### src/design/tld_pkg.sv
// Contract
// - Recorder trigger is the OR of all channel triggers.
// - Each channel is either switched off or runs one trigger mode.
// - Every sample yields a value compared against the level: above or below.
// - Crossing logic fires only on a crossing in the configured direction.
// - A sample delay line lets the value be newest minus an older sample.
// - After a crossing, leave the hysteresis band and return before firing again.
// - Two independent comparators with hysteresis: primary and secondary level.
// - Only sampled values are evaluated; nothing between samples is seen.
// - Reaching the level is not enough; the value must pass beyond it.
// - A value equal to the level never fires; first strictly beyond fires.
// - The trigger belongs to the first sample after the crossing.
// - Starting already beyond the level gives no trigger until a real crossing.
// - Basic mode uses the primary comparator with level, direction and hysteresis.
// - Dual mode fires when the value leaves the range through either level.
// - Dual mode with inverted directions fires on re-entering the range.
// - Secondary direction is always the opposite of the primary direction.
// - One hysteresis setting serves both comparators in two-level modes.
// - Window mode: primary level arms and triggers, secondary only disarms.
// - Window mode arms on an opposite-direction primary crossing; unarmed never fires.
// - Armed window fires on a set-direction crossing unless disarmed meanwhile.
package tld_pkg;

  // ==========================================================================
  // Sizes
  localparam int N_CH      = 4;   // Channels in the recorder
  localparam int SW        = 16;  // Sample width, two's complement
  localparam int LW        = 17;  // Level width, covers slope values too
  localparam int HW        = 16;  // Hysteresis width, unsigned
  localparam int CW        = 19;  // Internal compare width, never overflows
  localparam int DLY_DEPTH = 8;   // Older samples held for slope mode
  localparam int DW        = 3;   // Slope distance select, value k means k+1 back
  localparam int FILL_W    = 4;   // Width of the history fill counter

  // ==========================================================================
  // Counts and reset values
  localparam logic [FILL_W-1:0] FILL_MAX  = 4'h9;  // Saturates above deepest need
  localparam logic [FILL_W-1:0] FILL_RST  = 4'h0;
  localparam logic [FILL_W-1:0] FILL_STEP = 4'h1;

  // ==========================================================================
  // Trigger modes
  typedef enum logic [1:0] {
    MODE_OFF,
    MODE_BASIC,
    MODE_DUAL,
    MODE_WINDOW
  } tld_mode_t;

endpackage

### src/design/tld_detector.sv
`timescale 1ns/1ps
module tld_detector
(
  input  wire logic                                          core_clk,
  input  wire logic                                          rst,
  input  wire logic                                          rec_start,
  input  wire logic                                          sample_valid,
  input  wire logic [tld_pkg::N_CH-1:0][tld_pkg::SW-1:0]     sample_data,
  input  wire logic [tld_pkg::N_CH-1:0][1:0]                 cfg_mode,
  input  wire logic [tld_pkg::N_CH-1:0]                      cfg_dir_pos,
  input  wire logic [tld_pkg::N_CH-1:0]                      cfg_slope_en,
  input  wire logic [tld_pkg::N_CH-1:0][tld_pkg::DW-1:0]     cfg_slope_dist,
  input  wire logic [tld_pkg::N_CH-1:0][tld_pkg::LW-1:0]     cfg_level_p,
  input  wire logic [tld_pkg::N_CH-1:0][tld_pkg::LW-1:0]     cfg_level_s,
  input  wire logic [tld_pkg::N_CH-1:0][tld_pkg::HW-1:0]     cfg_hyst,
  output logic      [tld_pkg::N_CH-1:0]                      chan_trig,
  output logic                                               rec_trig,
  output logic      [tld_pkg::N_CH-1:0]                      chan_armed
);

  // ==========================================================================
  // State
  typedef struct packed {
    logic [tld_pkg::N_CH-1:0][tld_pkg::DLY_DEPTH-1:0][tld_pkg::SW-1:0] hist;
    logic [tld_pkg::N_CH-1:0][tld_pkg::FILL_W-1:0]                      fill;
    logic [tld_pkg::N_CH-1:0]                                           rdy_p;
    logic [tld_pkg::N_CH-1:0]                                           rdy_pa;
    logic [tld_pkg::N_CH-1:0]                                           rdy_s;
    logic [tld_pkg::N_CH-1:0]                                           armed;
    logic [tld_pkg::N_CH-1:0]                                           trig;
    logic                                                               rec_trig;
  } tld_state_t;

  tld_state_t                                       st_q;
  tld_state_t                                       st_d;

  // Per-channel combinational helpers, also watched by the assertions
  logic signed [tld_pkg::N_CH-1:0][tld_pkg::CW-1:0] val_c;
  logic        [tld_pkg::N_CH-1:0][tld_pkg::FILL_W-1:0] need_c;
  logic        [tld_pkg::N_CH-1:0]                  eval_c;
  logic        [tld_pkg::N_CH-1:0]                  prime_c;
  logic        [tld_pkg::N_CH-1:0]                  fire_p_c;
  logic        [tld_pkg::N_CH-1:0]                  fire_s_c;
  logic        [tld_pkg::N_CH-1:0]                  fire_a_c;
  logic        [tld_pkg::N_CH-1:0][1:0]             res_p_c;
  logic        [tld_pkg::N_CH-1:0][1:0]             res_s_c;
  logic        [tld_pkg::N_CH-1:0][1:0]             res_a_c;

  // ==========================================================================
  // Helpers
  // Sign extension of a sample to compare width
  function automatic logic signed [tld_pkg::CW-1:0] sext_smp(
    input logic [tld_pkg::SW-1:0] s
  );
    sext_smp = {{(tld_pkg::CW-tld_pkg::SW){s[tld_pkg::SW-1]}}, s};
  endfunction

  // Sign extension of a level to compare width
  function automatic logic signed [tld_pkg::CW-1:0] sext_lvl(
    input logic [tld_pkg::LW-1:0] l
  );
    sext_lvl = {{(tld_pkg::CW-tld_pkg::LW){l[tld_pkg::LW-1]}}, l};
  endfunction

  // One single-level comparator with hysteresis; returns {fire, ready}.
  // Ready means the value has been outside the band since the last fire.
  function automatic logic [1:0] det_step(
    input logic signed [tld_pkg::CW-1:0] val,
    input logic signed [tld_pkg::CW-1:0] lvl,
    input logic        [tld_pkg::HW-1:0] hyst,
    input logic                          pos,
    input logic                          rdy,
    input logic                          prime
  );
    logic signed [tld_pkg::CW-1:0] hx;
    logic signed [tld_pkg::CW-1:0] arm_pt;
    logic                          beyond;
    logic                          outside;
    logic                          fire;
    hx      = {{(tld_pkg::CW-tld_pkg::HW){1'b0}}, hyst};
    arm_pt  = pos ? (lvl - hx) : (lvl + hx);
    beyond  = pos ? (val > lvl) : (val < lvl);
    outside = pos ? (val < arm_pt) : (val > arm_pt);
    if (prime)
    begin
      // No history yet: only learn which side we are on
      det_step = {1'b0, outside};
    end
    else
    begin
      fire     = rdy & beyond;
      det_step = {fire, outside | (rdy & ~fire)};
    end
  endfunction

  // ==========================================================================
  // Next-state logic for all channels
  always_comb
  begin
    st_d     = st_q;
    val_c    = '0;
    need_c   = '0;
    eval_c   = '0;
    prime_c  = '0;
    fire_p_c = '0;
    fire_s_c = '0;
    fire_a_c = '0;
    res_p_c  = '0;
    res_s_c  = '0;
    res_a_c  = '0;
    st_d.trig = '0;
    for (int c = 0; c < tld_pkg::N_CH; c++)
    begin
      // Value seen by the comparators: level or slope
      val_c[c] = sext_smp(sample_data[c]) -
                 (cfg_slope_en[c] ? sext_smp(st_q.hist[c][cfg_slope_dist[c]])
                                  : '0);
      // Samples needed before the slope value is meaningful
      need_c[c] = cfg_slope_en[c] ? ({1'b0, cfg_slope_dist[c]} + tld_pkg::FILL_STEP)
                                  : tld_pkg::FILL_RST;
      eval_c[c]  = sample_valid && (st_q.fill[c] >= need_c[c]);
      prime_c[c] = st_q.fill[c] == need_c[c];
      res_p_c[c] = det_step(val_c[c], sext_lvl(cfg_level_p[c]), cfg_hyst[c],
                            cfg_dir_pos[c], st_q.rdy_p[c], prime_c[c]);
      // Secondary runs opposite to primary with the same hysteresis
      res_s_c[c] = det_step(val_c[c], sext_lvl(cfg_level_s[c]), cfg_hyst[c],
                            ~cfg_dir_pos[c], st_q.rdy_s[c], prime_c[c]);
      // Primary level watched in the opposite sense, for window arming
      res_a_c[c] = det_step(val_c[c], sext_lvl(cfg_level_p[c]), cfg_hyst[c],
                            ~cfg_dir_pos[c], st_q.rdy_pa[c], prime_c[c]);
      fire_p_c[c] = eval_c[c] & res_p_c[c][1];
      fire_s_c[c] = eval_c[c] & res_s_c[c][1];
      fire_a_c[c] = eval_c[c] & res_a_c[c][1];

      if (rec_start || (cfg_mode[c] == tld_pkg::MODE_OFF))
      begin
        // Disabled or restarted: forget history, prime again later
        st_d.fill[c]   = tld_pkg::FILL_RST;
        st_d.rdy_p[c]  = 1'b0;
        st_d.rdy_s[c]  = 1'b0;
        st_d.rdy_pa[c] = 1'b0;
        st_d.armed[c]  = 1'b0;
      end
      else if (sample_valid)
      begin
        st_d.hist[c] = {st_q.hist[c][tld_pkg::DLY_DEPTH-2:0], sample_data[c]};
        if (st_q.fill[c] != tld_pkg::FILL_MAX)
        begin
          st_d.fill[c] = st_q.fill[c] + tld_pkg::FILL_STEP;
        end
        if (eval_c[c])
        begin
          st_d.rdy_p[c]  = res_p_c[c][0];
          st_d.rdy_s[c]  = res_s_c[c][0];
          st_d.rdy_pa[c] = res_a_c[c][0];
          case (cfg_mode[c])
            tld_pkg::MODE_BASIC:
            begin
              st_d.trig[c] = fire_p_c[c];
            end
            tld_pkg::MODE_DUAL:
            begin
              // Exit or entry depends only on the chosen directions
              st_d.trig[c] = fire_p_c[c] | fire_s_c[c];
            end
            tld_pkg::MODE_WINDOW:
            begin
              // Trigger beats disarm beats arm within one sample
              if (fire_p_c[c] && st_q.armed[c])
              begin
                st_d.trig[c]  = 1'b1;
                st_d.armed[c] = 1'b0;
              end
              else if (fire_s_c[c])
              begin
                st_d.armed[c] = 1'b0;
              end
              else if (fire_a_c[c])
              begin
                st_d.armed[c] = 1'b1;
              end
            end
            default:
            begin
              st_d.trig[c] = 1'b0;
            end
          endcase
        end
      end
    end
    // Registered alongside the channels so both appear on the same edge
    st_d.rec_trig = |st_d.trig;
  end

  // ==========================================================================
  // State register
  always_ff @(posedge core_clk or posedge rst)
  begin
    if (rst)
    begin
      st_q <= '0;
    end
    else
    begin
      st_q <= st_d;
    end
  end

  // Outputs straight from the state register
  assign chan_trig  = st_q.trig;
  assign rec_trig   = st_q.rec_trig;
  assign chan_armed = st_q.armed;

  // Beyond-the-level test kept apart from the comparator, so the checks
  // below do not lean on the logic that they guard
  function automatic logic past_lvl(
    input logic signed [tld_pkg::CW-1:0] val,
    input logic        [tld_pkg::LW-1:0] lvl,
    input logic                          pos
  );
    past_lvl = pos ? (val > sext_lvl(lvl)) : (val < sext_lvl(lvl));
  endfunction

  for (genvar g = 0; g < tld_pkg::N_CH; g++)
  begin : g_chk

  end
endmodule

### config.mk
export PLATFORM = sky130hd
export DESIGN_NAME = tld_detector
export DESIGN_NICKNAME = d
export VERILOG_FILES = /design/src/design/tld_pkg.sv /design/src/design/tld_detector.sv
export SDC_FILE = /design/constraint.sdc
export NUM_CORES = 2
export LEC_CHECK = 0
export ABC_CLOCK_PERIOD_IN_PS = 19900
export BUFFER_PORTS_ARGS = -buffer_cell sky130_fd_sc_hd__buf_2
export CELL_PAD_IN_SITES_DETAIL_PLACEMENT = 1
export CELL_PAD_IN_SITES_GLOBAL_PLACEMENT = 1
export CORE_MARGIN = 2
export CORE_UTILIZATION = 50
export DETAILED_ROUTE_END_ITERATION = 8
export GPL_ROUTABILITY_DRIVEN = 0
export GPL_TIMING_DRIVEN = 0
export HOLD_SLACK_MARGIN = 0.15
export PLACE_DENSITY_LB_ADDON = 0.1
export SYNTH_ARGS = -nofsm -noshare
export SYNTH_HDL_FRONTEND = slang
export SYNTH_SLANG_ARGS = --single-unit
export TNS_END_PERCENT = 1
### constraint.sdc
create_clock -name core_clk -period 19.9 [get_ports core_clk]
set_input_delay 2.985 -clock core_clk [delete_from_list [all_inputs] [get_ports core_clk]]
set_output_delay 2.985 -clock core_clk [all_outputs]
set_load 0.01 [all_outputs]
# ---- Yosys cells after proc, flatten, opt, wreduce, memory -nomap -nowiden
# Index checks and enable logic that the tools add are counted.
dict set report classes {
  n_addsub 28
  magnitude_cmp 48
  eq_ne 20
  n_mux 160
  n_bitwise 68
  n_reduce_logical 53
}
# cell count
set ops {}
lappend ops {{$mux 19} 16}
lappend ops {{$gt 19x19->1} 12}
lappend ops {{$lt 19x19->1} 12}
lappend ops {{$bmux 16 s3} 4}
lappend ops {{$gt 19x17->1} 8}
lappend ops {{$lt 19x17->1} 8}
lappend ops {{$add 17x17->18} 8}
lappend ops {{$sub 17x17->18} 8}
lappend ops {{$mux 1} 104}
lappend ops {{$sub 19x19->19} 4}
lappend ops {{$mux 16} 4}
lappend ops {{$mux 4} 16}
lappend ops {{$and 1x1->1} 36}
lappend ops {{$reduce_bool 2->1} 16}
lappend ops {{$mux 2} 12}
lappend ops {{$reduce_and 2->1} 12}
lappend ops {{$add 3x1->4 const B} 4}
lappend ops {{$add 4x1->4 const B} 4}
lappend ops {{$eq 2x2->1 const B} 8}
lappend ops {{$eq 4x4->1} 4}
lappend ops {{$ge 4x4->1} 4}
lappend ops {{$lt 3x4->1 const B} 4}
lappend ops {{$ne 4x4->1 const B} 4}
lappend ops {{$not 1->1} 16}
lappend ops {{9 further kinds} 49}
dict set report word_totals {
  register_bits 549
  input_bits 296
  wordCells 431
}

# ---- Logic depth before layout (Yosys ltp)
dict set report logic_depth {
  ltp_word 19
  mapped_depth 26
}

# ---- Least setup slack after synthesis
# No wires, ideal clock.
dict set report synth_timing {
  path_type {input to register}
  from {input cfg_slope_dist[6] in the netlist's numbering}
  to {register st_q (netlist bit rec_trig)}
  t_arrival_ps 8992
  t_required_ps 19761
  path_slack_ps 10769
  cell_stages 24
  cell_sequence {clkbuf_1 buf_1 mux4_2 mux2_2 nand2_1 ha_1 a21o_1 a21oi_1 nor2b_1 o21a_1 o41a_1 a41oi_1 a2111oi_0 o21ai_0 ha_1 a21o_1 a21o_1 a221oi_1 o31ai_2 xnor2_1 mux2i_1 o31ai_1 and3_1 or4_4}
}
# item line_no
set synth_rtl {}
lappend synth_rtl {{start: declaration} tld_detector.sv:12} ;# input wire logic [tld_pkg::N_CH-1:0][tld_pkg::DW-1:0] cfg_slope_dist,
lappend synth_rtl {{end signal: assignment} tld_detector.sv:205} ;# st_q <= st_d;
lappend synth_rtl {{end: declaration} tld_detector.sv:34} ;# tld_state_t st_q;

==> metrics <==
WL/cell=between 20 and 25 um; CTS Buf Count=61; Sequential cell area=between 0.01 and 0.015 sq mm; Post-Syn Instances=4,950; DP HPWL=122,000 um; largest net degree at the start of global routing=roughly 130; Setup Buffers After CTS=0; layout cells sized above 1=0.222; status=completed; Period minus WS final=roughly 10,000 ps; post-synth top area share=0.279; Final period util=0.526; post-synth top area cell=dfrtp_1; Critical Path End=rec_trig; crit path max fanout=10; # setup viols final=0; Mapped Nets=approximately 5,900; WP data arrival=11,020 ps; Ys Warns=0; fmax=between 0.09 and 0.1 GHz; DIE WIDTH=318 um; initial antenna violation count=27; root buffer cell=clkbuf_16; # DRC=0; H-tree Lvls=2; static leakage=around 25 nW; final instance area=between 0.05 and 0.06 sq mm; Fin. Hold Viols=0; Critical Path Sink Type=register; WP data required=20,450 ps; die area=between 0.1 and 0.15 sq mm; Max-Cap Viols=0; startpoint types=primary input; DRT antenna net count=0; area taken by multi-input logic gates=0.0334 sq mm; worst r2r path cells=23; Least-Margin Pin Slew=~1100 ps; Layout area overhead=11.0%; chip height=318 um; Final Max Tran Viols=0; placed instance area=0.0524 sq mm; post-synth cell types=85; Post-synth EDFFs=0; reg-to-reg setup timing slack=12,720 ps; Ports=305; Vias/cell=about 6.1; Clk Latency, worst-skew pair=690 ps; DR pass1 iterations=5; RSZ-0062 raised after global routing=false; first-pass GRT wire length=~250,000 um; ys flop type=dfrtp_1; worst setup path class=primary input to register; Pwr Density=115 mW/mm^2; CTS resizes=0; # hold bufs at CTS=0; Layout Nets=6,289; Yosys reg bits=about 550; vias=approximately 40,000; vias in the first global route=roughly 43,000; Site Rows=between 100 and 150; core area=a little under 0.1 sq mm; Clock Sinks=around 550; sequential share of the synthesized area=0.279; Avg Inst Size Synth=~9.9 sq um; relative slew slack=0.273; gr ovfl total=0; count of input and output buffers=~290; total track usage=0.306; maximum vdd drop=between 0.1 and 0.15 mV; clock buffer depth=3; Clock Pin Slew Worst Setup and Hold Paths=70 ps; DR iter-0 viols=between 2,000 and 2,500; top post-synthesis cells by area=dfrtp_1, ha_1, mux2_2, mux4_2, xnor2_1; worst hold path type=register to register; Starting Density=0.502; Worst Setup SP=cfg_slope_dist[9]; Crit Reg-Reg Startpoint=st_q[421]; CTS tree=yes; Post-Route WL=between 150,000 and 200,000 um; Mapped Area=roughly 0.049 sq mm; ys async rst share=1.00; fill cell count=between 10,000 and 15,000; Worst R2R End=rec_trig; Worst Clk Skew=~70 ps; final core utilization=0.557
-- flip-flops by register name, indices dropped and copies added, names as in the netlist --
signal	count
rec_trig	1
chan_trig	4
chan_armed	4
st_q	540
-- cells by family after synthesis --
kind of cell	synth area share
AO/OA/AOI/OAI	0.130
adder cells (fa/ha/maj)	0.176
buffers and inverters	0.0421
multiplexers	0.209
flip-flops	0.279
AND/OR/NAND/NOR	0.112
XOR/XNOR	0.0507
-- cell usage after synthesis, types with 9 or more instances --
master and n:
nand3_1 95, a41oi_1 12, xor2_1 76, xnor2_1 207
a41o_1 10, nor2b_1 83, and3_1 38, nand2b_1 51
mux4_2 130, a221oi_1 13, nor3b_1 10, o21a_1 39
o211ai_1 17, ha_1 668, o31ai_1 24, nand2_1 230
o22ai_1 14, o21bai_1 41, nand3b_1 13, nor4_1 13
nor2_1 299, or2_2 30, buf_1 39, nand4_1 74
a211oi_1 39, o41ai_1 10, a21o_1 108, clkbuf_1 130
mux2_2 578, dfrtp_1 549, mux2i_1 84, and4_1 17
o21ai_0 204, a21oi_1 307, or3_1 23, buf_2 17
nor3_1 106, and2_1 9, a211o_1 10, a31oi_1 49
inv_1 342, a2111oi_0 14, fa_1 16
-- worst max-delay path, stage by stage --
cell and delay [ps]:
buf_2 120, clkbuf_1 450, buf_1 830, mux4_2 600, mux2_2 270, nand2_1 110
fa_1 240, a21o_1 130, a21oi_1 90, nor2b_1 140, o21a_1 170, o41a_1 250
a41oi_1 240, a2111oi_0 910, o21ai_0 650, ha_1 520, nand3b_1 130, a2111oi_0 450
a21oi_1 130, mux2i_1 150, mux2_2 410, and3_1 220, a21o_1 260, or4_4 550
-- metal layers --
metal | GRT usage | up-vias | wire length, um
met5 | 0 | - | 167
met4 | 0.0976 | 26 | 4630
met3 | 0.0401 | 238 | 6160
met2 | 0.529 | 804 | 76200
met1 | 0.398 | 20347 | 68700
li1 | - | 18866 | -
-- per-stage QoR --
step                      hold slack (ps)  cells   TNS, ps  power, W  worst slack, ps
after floorplan                       441   4950         0   0.00407             1570
after global placement                467   6529  -2534830   0.00478            -4720
after detailed placement              478   6533         0   0.00497             8780
after CTS                             472   6649         0   0.00629             9370
after global routing                  496   6655         0   0.00675             8660
final                                 480   6656         0   0.00627             9430
-- cell type report --
class | instances | share of cell area
flip-flops and latches | 549 | 0.252
inverters | 343 | 0.0237
multi-input cells | 3863 | 0.611
clock buffers | 83 | 0.0313
diodes | 7 | 0.000321
plain buffers | 195 | 0.0144
clock inverters | 33 | 0.00914
well taps | 1287 | 0.0295
repair buffers | 296 | 0.0288
-- worst min-delay path by stage --
| stage | from | to | slack [ps] | cells after the start |
|---|---|---|---|---|
| finish | st_q[75] | st_q[91] | 480 | 1 |
| CTS | st_q[86] | st_q[102] | 470 | 1 |
| global placement | st_q[12] | st_q[12] | 470 | 2 |
| detailed placement | st_q[13] | st_q[13] | 480 | 2 |
| global route | st_q[75] | st_q[91] | 500 | 1 |
| floorplan | st_q[12] | st_q[12] | 440 | 2 |
-- power breakdown --
| group | leakage [nW] | switching, W | internal (W) |
|---|---|---|---|
| Combinational | 17.7 | 0.00163 | 0.00149 |
| Clock | 1.07 | 0.000511 | 0.000726 |
| Sequential | 6.71 | 0.000351 | 0.00156 |
-- layout by cell type (no fill, tap or decap), types with 204 or more instances in the layout --
| cell | synthesis | routed |
|---|---|---|
| buf_2 | 17 | 309 |
| mux2_2 | 578 | 578 |
| xnor2_1 | 207 | 207 |
| nor2_1 | 299 | 299 |
| o21ai_0 | 204 | 204 |
| nand2_1 | 230 | 230 |
| ha_1 | 668 | 668 |
| dfrtp_1 | 549 | 549 |
| inv_1 | 342 | 341 |
| a21oi_1 | 307 | 307 |
Power figures use the tool's default switching activity.
